## src/verilog/tmr_pkg.sv

```systemverilog
package tmr_pkg;

    // ------------------------------------------------------------
    // Register map (byte addresses on the 32-bit bus)
    // ------------------------------------------------------------
    localparam logic [7:0] ADDR_COUNT_LOW   = 8'h00;
    localparam logic [7:0] ADDR_COUNT_HIGH  = 8'h04;
    localparam logic [7:0] ADDR_INT_STATUS  = 8'h08;
    localparam logic [7:0] ADDR_INT_CLEAR   = 8'h0c;
    localparam logic [7:0] ADDR_CONTROL     = 8'h10;
    localparam logic [7:0] ADDR_INT_ENABLE  = 8'h14;
    localparam logic [7:0] ADDR_PORT_CTRL   = 8'h18;

    // ------------------------------------------------------------
    // Field positions and reset values
    // ------------------------------------------------------------
    localparam int         OVF_BIT          = 0;
    localparam int         PORT_DIR_LSB     = 6;
    localparam int         PORT_DATA_LSB    = 4;
    localparam logic [7:0] CONTROL_RESET    = 8'h00;
    localparam logic [7:0] CONTROL_WMASK    = 8'h3f;
    localparam logic [7:0] PORT_CTRL_RESET  = 8'hc0;
    localparam logic [7:0] PORT_CTRL_WMASK  = 8'hf0;
    localparam logic [15:0] COUNT_ALL_ONES  = 16'hffff;

    // ------------------------------------------------------------
    // Instruction cycle phases
    // ------------------------------------------------------------
    localparam logic [1:0] PHASE_Q2         = 2'h1;
    localparam logic [1:0] PHASE_Q4         = 2'h3;

    // ------------------------------------------------------------
    // Bus answers
    // ------------------------------------------------------------
    localparam logic [1:0] RESP_OKAY        = 2'h0;
    localparam logic [1:0] RESP_SLVERR      = 2'h2;

    typedef enum logic [1:0] {
        PRESC_DIV1,
        PRESC_DIV2,
        PRESC_DIV4,
        PRESC_DIV8
    } tmr_presc_t;

    typedef struct packed {
        logic [1:0] unused;
        tmr_presc_t prescale_select;
        logic       osc_enable;
        logic       sync_disable;
        logic       clock_source_select;
        logic       run_bit;
    } tmr_ctrl_t;

endpackage

```

## src/verilog/tmr_prescaler.sv

```systemverilog
`timescale 1ns/1ps
module tmr_prescaler (
    input  wire logic              aclk,
    input  wire logic              aresetn,
    input  wire logic              in_level,
    input  wire logic              clear,
    input  wire tmr_pkg::tmr_presc_t sel,
    output logic                   out_level
);

    logic [2:0] stage_reg;
    logic       in_prev_reg;
    logic       in_rise;
    logic       sel_level;

    assign in_rise = in_level & ~in_prev_reg;

    assign sel_level = (sel == tmr_pkg::PRESC_DIV1) ? in_level     :
                       (sel == tmr_pkg::PRESC_DIV2) ? stage_reg[0] :
                       (sel == tmr_pkg::PRESC_DIV4) ? stage_reg[1] : stage_reg[2];

    // ripple stages counted up once per input rise; each stage toggles half as often as the one below
    always_ff @(posedge aclk) begin
        if (!aresetn) begin
            stage_reg   <= 3'h0;
            in_prev_reg <= 1'b0;
            out_level   <= 1'b0;
        end else begin
            in_prev_reg <= in_level;
            out_level   <= sel_level;
            if (clear) begin
                stage_reg <= 3'h0;
            end else if (in_rise) begin
                stage_reg <= stage_reg + 3'h1;
            end
        end
    end
endmodule

```

## src/verilog/tmr_timer16.sv

```systemverilog
// The AXI4-Lite register port was left to the implementer.
`timescale 1ns/1ps
// Notes on behaviour
// - Sixteen-bit up count from two readable, writable bytes; wraps all-ones to zero.
// - Each wrap sets a sticky overflow flag, status bit 0, until software clears it.
// - Overflow interrupt reaches the output only while enable bit 0 is set.
// - Control bit 1 picks instruction clock (0) or external rising edges (1).
// - Timer mode advances once per instruction cycle, four clocks, after prescaling.
// - Control bit 0 runs the counter; cleared, the count holds.
// - Capture/compare reset input clears the count.
// - Oscillator enable forces both oscillator pins to inputs, ignoring direction bits.
// - Control bits 5:4 divide the input by 1, 2, 4 or 8.
// - Sync bit 2 ignored in timer mode; in counter mode 0 syncs, 1 does not.
// - Counter source is oscillator input pin with oscillator on, else external pin.
// - Prescaler is a ripple counter; synchronisation follows it.
// - Synchronised counter stops in sleep; in counter mode the prescaler keeps counting, in timer mode its input is held low.
// - Prescaler output sampled on phases Q2 and Q4; count advances shortly after.
// - Control bit 3 enables the low-power oscillator on both pins.
// - Unsynchronised counter keeps counting in sleep and its overflow interrupt wakes.
// - Writing either count byte clears the prescaler.
// - Reset clears control to zero; count bytes keep their value through it.
module tmr_timer16 (
    input  wire logic        aclk,
    input  wire logic        aresetn,
    input  wire logic [7:0]  s_axi_awaddr,
    input  wire logic        s_axi_awvalid,
    output logic             s_axi_awready,
    input  wire logic [31:0] s_axi_wdata,
    input  wire logic [3:0]  s_axi_wstrb,
    input  wire logic        s_axi_wvalid,
    output logic             s_axi_wready,
    output logic [1:0]       s_axi_bresp,
    output logic             s_axi_bvalid,
    input  wire logic        s_axi_bready,
    input  wire logic [7:0]  s_axi_araddr,
    input  wire logic        s_axi_arvalid,
    output logic             s_axi_arready,
    output logic [31:0]      s_axi_rdata,
    output logic [1:0]       s_axi_rresp,
    output logic             s_axi_rvalid,
    input  wire logic        s_axi_rready,
    input  wire logic        compare_reset,
    input  wire logic        sleep,
    input  wire logic        osc_input_pin_i,
    output logic             osc_input_pin_o,
    output logic             osc_input_pin_oe,
    input  wire logic        external_clock_pin_i,
    output logic             external_clock_pin_o,
    output logic             external_clock_pin_oe,
    output logic             osc_amp_enable,
    output logic             irq
);

    // ------------------------------------------------------------
    // State
    // ------------------------------------------------------------
    tmr_pkg::tmr_ctrl_t ctrl_reg;
    logic [15:0]        sixteen_bit_count_reg;
    logic               overflow_flag_reg;
    logic               overflow_int_enable_reg;
    logic [7:0]         port_ctrl_reg;
    logic [1:0]         q_phase_reg;
    logic               presc_out;
    logic               presc_prev_reg;
    logic               samp_reg;
    logic               samp_prev_reg;
    logic [1:0]         count_known_reg;

    logic               aw_held_reg;
    logic [7:0]         aw_addr_reg;
    logic               w_held_reg;
    logic [7:0]         w_data_reg;
    logic               w_lane0_reg;

    // ------------------------------------------------------------
    // Write and read channel handshakes
    // ------------------------------------------------------------
    logic aw_take;
    logic w_take;
    logic do_write;
    logic aw_held_next;
    logic w_held_next;
    logic bvalid_next;
    logic ar_take;
    logic rvalid_next;

    assign aw_take      = s_axi_awvalid & s_axi_awready;
    assign w_take       = s_axi_wvalid & s_axi_wready;
    assign do_write     = aw_held_reg & w_held_reg & ~s_axi_bvalid;
    assign aw_held_next = (aw_held_reg | aw_take) & ~do_write;
    assign w_held_next  = (w_held_reg | w_take) & ~do_write;
    assign bvalid_next  = do_write | (s_axi_bvalid & ~s_axi_bready);
    assign ar_take      = s_axi_arvalid & s_axi_arready;
    assign rvalid_next  = ar_take | (s_axi_rvalid & ~s_axi_rready);

    // ------------------------------------------------------------
    // Write decode
    // ------------------------------------------------------------
    logic wr_en;
    logic wr_low;
    logic wr_high;
    logic wr_clear;
    logic wr_ctrl;
    logic wr_enable;
    logic wr_port;
    logic wr_mapped;
    logic count_write;

    assign wr_en       = do_write & w_lane0_reg;
    assign wr_low      = wr_en & (aw_addr_reg == tmr_pkg::ADDR_COUNT_LOW);
    assign wr_high     = wr_en & (aw_addr_reg == tmr_pkg::ADDR_COUNT_HIGH);
    assign wr_clear    = wr_en & (aw_addr_reg == tmr_pkg::ADDR_INT_CLEAR);
    assign wr_ctrl     = wr_en & (aw_addr_reg == tmr_pkg::ADDR_CONTROL);
    assign wr_enable   = wr_en & (aw_addr_reg == tmr_pkg::ADDR_INT_ENABLE);
    assign wr_port     = wr_en & (aw_addr_reg == tmr_pkg::ADDR_PORT_CTRL);
    assign count_write = wr_low | wr_high;
    assign wr_mapped   = (aw_addr_reg == tmr_pkg::ADDR_COUNT_LOW)  ||
                         (aw_addr_reg == tmr_pkg::ADDR_COUNT_HIGH) ||
                         (aw_addr_reg == tmr_pkg::ADDR_INT_STATUS) ||
                         (aw_addr_reg == tmr_pkg::ADDR_INT_CLEAR)  ||
                         (aw_addr_reg == tmr_pkg::ADDR_CONTROL)    ||
                         (aw_addr_reg == tmr_pkg::ADDR_INT_ENABLE) ||
                         (aw_addr_reg == tmr_pkg::ADDR_PORT_CTRL);

    // ------------------------------------------------------------
    // Read selection
    // ------------------------------------------------------------
    logic       rd_mapped;
    logic [7:0] rd_value;

    assign rd_mapped = (s_axi_araddr == tmr_pkg::ADDR_COUNT_LOW)  ||
                       (s_axi_araddr == tmr_pkg::ADDR_COUNT_HIGH) ||
                       (s_axi_araddr == tmr_pkg::ADDR_INT_STATUS) ||
                       (s_axi_araddr == tmr_pkg::ADDR_INT_CLEAR)  ||
                       (s_axi_araddr == tmr_pkg::ADDR_CONTROL)    ||
                       (s_axi_araddr == tmr_pkg::ADDR_INT_ENABLE) ||
                       (s_axi_araddr == tmr_pkg::ADDR_PORT_CTRL);
    assign rd_value  =
        (s_axi_araddr == tmr_pkg::ADDR_COUNT_LOW)  ? sixteen_bit_count_reg[7:0]  :
        (s_axi_araddr == tmr_pkg::ADDR_COUNT_HIGH) ? sixteen_bit_count_reg[15:8] :
        (s_axi_araddr == tmr_pkg::ADDR_INT_STATUS) ? {7'h00, overflow_flag_reg}  :
        (s_axi_araddr == tmr_pkg::ADDR_CONTROL)    ? ctrl_reg                    :
        (s_axi_araddr == tmr_pkg::ADDR_INT_ENABLE) ? {7'h00, overflow_int_enable_reg} :
        (s_axi_araddr == tmr_pkg::ADDR_PORT_CTRL)  ? port_ctrl_reg               : 8'h00;

    // ------------------------------------------------------------
    // Count source and phase sampling
    // ------------------------------------------------------------
    logic timer_mode;
    logic synced_path;
    logic src_level;
    logic presc_in;
    logic sample_now;
    logic tick_sync;
    logic tick_async;
    logic inc;
    logic overflow_evt;

    assign timer_mode  = ~ctrl_reg.clock_source_select;
    // sync bit only matters in counter mode
    assign synced_path = timer_mode | ~ctrl_reg.sync_disable;
    assign src_level   = ctrl_reg.osc_enable ? osc_input_pin_i : external_clock_pin_i;
    // instruction clock or pin edges; one high half per four clocks
    assign presc_in    = timer_mode ? (q_phase_reg[1] & ~sleep) : src_level;
    // Q2 and Q4 sampling; sampler off in sleep
    assign sample_now  = ((q_phase_reg == tmr_pkg::PHASE_Q2) ||
                          (q_phase_reg == tmr_pkg::PHASE_Q4)) & ~sleep;
    assign tick_sync   = samp_reg & ~samp_prev_reg;
    // unsynchronised path keeps running in sleep
    assign tick_async  = presc_out & ~presc_prev_reg;
    assign inc         = ctrl_reg.run_bit & (synced_path ? tick_sync : tick_async);
    // wrap event, lost when a write or clear replaces the count
    assign overflow_evt = inc & ~count_write & ~compare_reset &
                          (sixteen_bit_count_reg == tmr_pkg::COUNT_ALL_ONES);

    // prescaler ahead of the sampler; cleared by count writes
    tmr_prescaler u_prescaler (
        .aclk      (aclk),
        .aresetn   (aresetn),
        .in_level  (presc_in),
        .clear     (count_write),
        .sel       (ctrl_reg.prescale_select),
        .out_level (presc_out)
    );

    // ------------------------------------------------------------
    // Bus registers
    // ------------------------------------------------------------
    always_ff @(posedge aclk) begin
        if (!aresetn) begin
            aw_held_reg   <= 1'b0;
            w_held_reg    <= 1'b0;
            s_axi_awready <= 1'b1;
            s_axi_wready  <= 1'b1;
            s_axi_bvalid  <= 1'b0;
            s_axi_bresp   <= tmr_pkg::RESP_OKAY;
            s_axi_arready <= 1'b1;
            s_axi_rvalid  <= 1'b0;
            s_axi_rresp   <= tmr_pkg::RESP_OKAY;
            s_axi_rdata   <= 32'h0000_0000;
        end else begin
            aw_held_reg   <= aw_held_next;
            w_held_reg    <= w_held_next;
            s_axi_awready <= ~aw_held_next & ~bvalid_next;
            s_axi_wready  <= ~w_held_next & ~bvalid_next;
            s_axi_bvalid  <= bvalid_next;
            s_axi_arready <= ~rvalid_next;
            s_axi_rvalid  <= rvalid_next;
            if (do_write) begin
                s_axi_bresp <= wr_mapped ? tmr_pkg::RESP_OKAY : tmr_pkg::RESP_SLVERR;
            end
            if (ar_take) begin
                s_axi_rdata <= {24'h00_0000, rd_value};
                s_axi_rresp <= rd_mapped ? tmr_pkg::RESP_OKAY : tmr_pkg::RESP_SLVERR;
            end
        end
    end

    // Payload latches need no reset; held flags qualify them
    always_ff @(posedge aclk) begin
        if (aw_take) begin
            aw_addr_reg <= s_axi_awaddr;
        end
        if (w_take) begin
            w_data_reg  <= s_axi_wdata[7:0];
            w_lane0_reg <= s_axi_wstrb[0];
        end
    end

    // ------------------------------------------------------------
    // Control, interrupt and pin registers
    // ------------------------------------------------------------
    always_ff @(posedge aclk) begin
        if (!aresetn) begin
            // control cleared, timer stopped at 1:1
            ctrl_reg                <= tmr_pkg::CONTROL_RESET;
            overflow_flag_reg       <= 1'b0;
            overflow_int_enable_reg <= 1'b0;
            port_ctrl_reg           <= tmr_pkg::PORT_CTRL_RESET;
            q_phase_reg             <= 2'h0;
            presc_prev_reg          <= 1'b0;
            samp_reg                <= 1'b0;
            samp_prev_reg           <= 1'b0;
            count_known_reg         <= 2'h0;
            irq                     <= 1'b0;
            osc_amp_enable          <= 1'b0;
            osc_input_pin_oe        <= 1'b0;
            external_clock_pin_oe   <= 1'b0;
            osc_input_pin_o         <= 1'b0;
            external_clock_pin_o    <= 1'b0;
        end else begin
            q_phase_reg    <= q_phase_reg + 2'h1;
            presc_prev_reg <= presc_out;
            samp_prev_reg  <= samp_reg;
            count_known_reg <= count_known_reg | {wr_high, wr_low};
            if (sample_now) begin
                samp_reg <= presc_out;
            end
            if (wr_ctrl) begin
                ctrl_reg <= w_data_reg & tmr_pkg::CONTROL_WMASK;
            end
            if (wr_enable) begin
                overflow_int_enable_reg <= w_data_reg[tmr_pkg::OVF_BIT];
            end
            if (wr_port) begin
                port_ctrl_reg <= w_data_reg & tmr_pkg::PORT_CTRL_WMASK;
            end
            // sticky flag, a new wrap beats the clear
            overflow_flag_reg <= overflow_evt |
                (overflow_flag_reg & ~(wr_clear & w_data_reg[tmr_pkg::OVF_BIT]));
            irq <= overflow_flag_reg & overflow_int_enable_reg;
            osc_amp_enable <= ctrl_reg.osc_enable;
            // oscillator owns both pins, direction bits ignored
            osc_input_pin_oe      <= ~ctrl_reg.osc_enable &
                                     ~port_ctrl_reg[tmr_pkg::PORT_DIR_LSB + 1];
            external_clock_pin_oe <= ~ctrl_reg.osc_enable &
                                     ~port_ctrl_reg[tmr_pkg::PORT_DIR_LSB];
            osc_input_pin_o       <= port_ctrl_reg[tmr_pkg::PORT_DATA_LSB + 1];
            external_clock_pin_o  <= port_ctrl_reg[tmr_pkg::PORT_DATA_LSB];
        end
    end

    // ------------------------------------------------------------
    // Count register, kept through aresetn, cleared by compare_reset
    // ------------------------------------------------------------
    // no reset branch on purpose
    always_ff @(posedge aclk) begin
        if (count_write) begin
            if (wr_low) begin
                sixteen_bit_count_reg[7:0] <= w_data_reg;
            end
            if (wr_high) begin
                sixteen_bit_count_reg[15:8] <= w_data_reg;
            end
        // compare reset, a write takes precedence
        end else if (compare_reset) begin
            sixteen_bit_count_reg <= 16'h0000;
        end else if (inc) begin
            sixteen_bit_count_reg <= sixteen_bit_count_reg + 16'h0001;
        end
    end

    // ------------------------------------------------------------
    // Checks
    // ------------------------------------------------------------
    logic timer_steady;

    assign timer_steady = timer_mode & ctrl_reg.run_bit & ~sleep & ~count_write &
                          ~compare_reset & (ctrl_reg.prescale_select == tmr_pkg::PRESC_DIV1);
endmodule

```

## config.mk

```make
export PLATFORM = sky130hd
export DESIGN_NAME = tmr_timer16
export DESIGN_NICKNAME = d
export VERILOG_FILES = /design/src/verilog/tmr_pkg.sv /design/src/verilog/tmr_prescaler.sv /design/src/verilog/tmr_timer16.sv
export SDC_FILE = /design/constraint.sdc
export NUM_CORES = 1
export LEC_CHECK = 0
export ABC_AREA = 1
export BUFFER_PORTS_ARGS = -buffer_cell sky130_fd_sc_hd__buf_4
export CAP_MARGIN = 40
export CORE_ASPECT_RATIO = 2
export CORE_UTILIZATION = 55
export DETAILED_ROUTE_END_ITERATION = 10
export HOLD_SLACK_MARGIN = 0.03
export PLACE_DENSITY = 0.82
export SYNTH_ARGS = -nofsm -noshare
export SYNTH_HDL_FRONTEND = slang
export SYNTH_SLANG_ARGS = --single-unit
export TNS_END_PERCENT = 30
```

## constraint.sdc

```tcl
create_clock -name aclk -period 3.6 [get_ports aclk]
set_input_delay 1.08 -clock aclk [delete_from_list [all_inputs] [get_ports aclk]]
set_output_delay 1.08 -clock aclk [all_outputs]
set_load 0.01 [all_outputs]
```

==> run summary <==
Status
* complete, no violations — run status

Floorplanning
* 0.5757 — Starting Density
* 7345 um^2 — area enclosed by the die boundary
* 120.2 um — chip height
* 42 — cell row count
* 6674 um^2 — area of the placeable core
* 61.10 um — die width
* 110 — number of top-level pins

Pwr
* 0.2321 — switching share of power
* 0.4670 mW — power dissipated by switching net loads
* 0.092 — power share of the combinational group
* 0.0004725 V — maximum resistive drop on vdd
* 0.407 — share of total power in the clock network
* 2.012 mW — Final Power
* 1.545 mW — Int Pwr
* 1.936 nW — Lkg Pwr
* 446.5 nW/um^2 — PwrDens
* 0.501 — Flop pwr share

CTS
* 78 — Sinks on Clock Net
* built — clock tree from TritonCTS
* 2 — number of buffers on the longest clock path
* 0 — CTS Hold Bufs
* 9 — clock buffers created by TritonCTS
* 3 — maximum level of the CTS H-tree
* 0.33 ns — clock latency of the later-clocked register in the worst-skew pair
* 0.05 ns — clock transition at the register clock pins on the worst setup and hold paths after CTS
* sky130_fd_sc_hd__clkbuf_16 — master cell of the clock root buffer
* 0 — number of cells upsized or downsized after cts
* 0 — total setup buffers inserted after CTS

Global routing
* 3198 — via count of the first global-routing pass
* 0.2733 — Tot GR Track Use
* 25 — pin count of the biggest net entering global routing
* 0 — sum of overflow across all layers after global routing
* 14.39 mm — first-pass GRT wire length
* 0 — number of antenna violations at the first check in global routing

Worst hold path
* flop to flop — Tightest Hold Check Type

Route
* 8.936 mm — total length of routed wires
* 0 — ANT nets after route
* 4 — Pre-antenna DRT Iters
* 177 — Iter 0 DRT Violations
* 0 — DRC violation count after routing
* 5.416 — Vias per Instance
* 3266 — Via Count
* 14.82 um — post-DR wirelength/cell

Place
* 56 — number of buffers added on ports
* 0.9390 — global placement routability congestion
* 6.676 mm — HPWL after detailed placement

STA
* 0.6509 — final critical-path share of the clock period
* 0 — final count of hold timing violations
* 0 — final count of pins violating max slew
* 0 — # setup viols final
* 0 ns — total negative setup slack
* 426.8 MHz — maximum clock frequency
* 0.4832 — relative slew slack
* no — RSZ-0062 raised after global routing
* 0.004829 ns — worst-case clock skew
* 2.343 ns — shortest clock period the worst path allows after layout
* 0.7744 ns — transition time of the tightest slew-check pin

Synth
* sky130_fd_sc_hd__edfxtp_1 26%, sky130_fd_sc_hd__dfxtp_1 23%, sky130_fd_sc_hd__nand2_1 7.7%, sky130_fd_sc_hd__buf_4 5.1%, sky130_fd_sc_hd__inv_1 5.0% — cell types occupying the most area after synthesis
* sky130_fd_sc_hd__dfxtp_1 — Synth Flop Type
* sky130_fd_sc_hd__edfxtp_1 — biggest area consumer among synthesized cells
* 3842 um^2 — cell area after technology mapping
* 0.2579 — fraction of synthesized cell area taken by the top area cell type
* 0 — total number of yosys warnings
* 78 — flip-flop and latch count after synthesis
* 0.4923 — share of synthesized area occupied by flip-flops and latches
* 450 — Mapped Cells
* 40 — Cell variety after synth
* 33 — number of enable flip-flop cells after synthesis
* 0 — fraction of registers with async set/reset
* 8.539 um^2 — post-synthesis average cell area

Finish
* 16 — max reg flops
* 577 — # nets final
* 0 — ant diodes
* 0.2058 — fraction of layout cells with a size suffix above 1
* 17.29% — Area Growth Syn to Fin

Setup path
* sky130_fd_sc_hd__nor2_1 — cell type with the highest occurrence count on the critical path
* 0.58 ns — stage delay of the slowest cell on the critical path
* flop — CP Launch Type
* nor2_4, nand3_1, nor2_1, nand2_1, nand2_2, nor2_2, inv_2, nor2_1, nor2_1 — crit-path cells
* flop to flop — critical path class
* flop — Critical Path Sink Type
* sky130_fd_sc_hd__nor2_1 — critical-path cell with the highest stage delay
* 2.30 ns — arrival time at the worst endpoint
* 3.56 ns — data required time of the critical path
* 11 — CP Max Fanout
* 1.26 ns — flop2flop setup slack

Job
* 0 — count of max-cap constraint violations

power groups by stage:
stage	Combinational, mW	Sequential [mW]	Clock (mW)
after floorplan	0.131	1.02	0
after global placement	0.175	1.02	0
after detailed placement	0.181	1.02	0
after CTS	0.184	1.01	0.830
after global routing	0.206	1.01	0.867
final	0.185	1.01	0.819
final cells by class:
class,count,area (um^2)
Sequential cell,78,1892
Clock inverter,1,5.005
Inverter,55,206.4
Timing Repair Buffer,56,420.4
Tap cell,88,110.1
Fill cell,547,2167
Multi-Input combinational cell,310,1605
Clock buffer,15,267.8
routing by layer:
| metal | part of all wire | track usage | up-vias |
|---|---|---|---|
| met1 | 0.33 | 0.2532 | 1513 |
| met3 | 0.045 | 0.05882 | 41 |
| met5 | 0 | 0 | - |
| li1 | - | - | 1568 |
| met4 | 0.057 | 0.1818 | 0 |
| met2 | 0.57 | 0.4946 | 144 |
cells in the final DEF (no fill, tap or decap), types with 4 or more instances in the layout:
master                      instances
sky130_fd_sc_hd__xor2_1             5
sky130_fd_sc_hd__o21ai_0           22
sky130_fd_sc_hd__nand2_2            5
sky130_fd_sc_hd__nor2_2             7
sky130_fd_sc_hd__inv_1             51
sky130_fd_sc_hd__nor3_1             7
sky130_fd_sc_hd__edfxtp_1          33
sky130_fd_sc_hd__nand4_1            9
sky130_fd_sc_hd__ha_1               4
sky130_fd_sc_hd__nand3_1           32
sky130_fd_sc_hd__o21ai_2            5
sky130_fd_sc_hd__inv_2              4
sky130_fd_sc_hd__nor2_1            45
sky130_fd_sc_hd__clkbuf_1           4
sky130_fd_sc_hd__dfxtp_1           45
sky130_fd_sc_hd__conb_1            26
sky130_fd_sc_hd__a21oi_1           27
sky130_fd_sc_hd__clkbuf_16          9
sky130_fd_sc_hd__buf_4             56
sky130_fd_sc_hd__nor2_4             4
sky130_fd_sc_hd__o22ai_2            4
sky130_fd_sc_hd__nand2_1           79
cell usage after synthesis (7+ instances only):
cell type                   n
sky130_fd_sc_hd__a21oi_1   27
sky130_fd_sc_hd__inv_1     51
sky130_fd_sc_hd__dfxtp_1   45
sky130_fd_sc_hd__nor2_1    45
sky130_fd_sc_hd__o21ai_0   22
sky130_fd_sc_hd__edfxtp_1  33
sky130_fd_sc_hd__nand2_1   79
sky130_fd_sc_hd__nor3_1     7
sky130_fd_sc_hd__nand4_1    9
sky130_fd_sc_hd__buf_4     26
sky130_fd_sc_hd__nor2_2     7
sky130_fd_sc_hd__nand3_1   32
logic make-up after synthesis:
logic type      Yosys count  synth area share
other cells               1         0.0009759
flops                    78            0.4923
simple gates            200            0.2475
xor+xnor                  7           0.01596
compound gates           73            0.1159
fa+ha+maj                 4           0.01303
buf+inv                  87            0.1143
per-stage QoR:
| stage | utilization | cell area [um^2] | hold WS [ns] | worst slack [ns] | instances |
|---|---|---|---|---|---|
| 2_1_floorplan | - | 3936 | 0.4071 | 1.574 | 475 |
| 3_3_place_gp | 0.6344 | 4234 | 0.4102 | 1.162 | 587 |
| 3_5_place_dp | 0.6344 | 4234 | 0.4339 | 1.104 | 587 |
| 4_1_cts | 0.6753 | 4507 | 0.4445 | 1.272 | 603 |
| 5_1_grt | 0.6753 | 4507 | 0.4620 | 1.058 | 603 |
| 6_report | 0.6753 | 4507 | 0.4414 | 1.257 | 603 |
path summary, 6_finish.rpt:
kind,start,end,cells after the start
worst max-delay path,aw_addr_reg[1]$_DFFE_PP_,sixteen_bit_count_reg[10]$_DFFE_PP_,9
worst min-delay path,samp_reg$_SDFFE_PN0P_,samp_prev_reg$_SDFF_PN0_,2
worst max register to register,aw_addr_reg[1]$_DFFE_PP_,sixteen_bit_count_reg[10]$_DFFE_PP_,9
worst min register to register,samp_reg$_SDFFE_PN0P_,samp_prev_reg$_SDFF_PN0_,2
critical path, delay by kind of cell (launching register included):
kind | cells | cell delay (ns)
buffers and inverters | 1 | 0.18
flip-flops | 1 | 0.40
AND/OR/NAND/NOR | 8 | 1.39
Power figures use the tool's default switching activity.
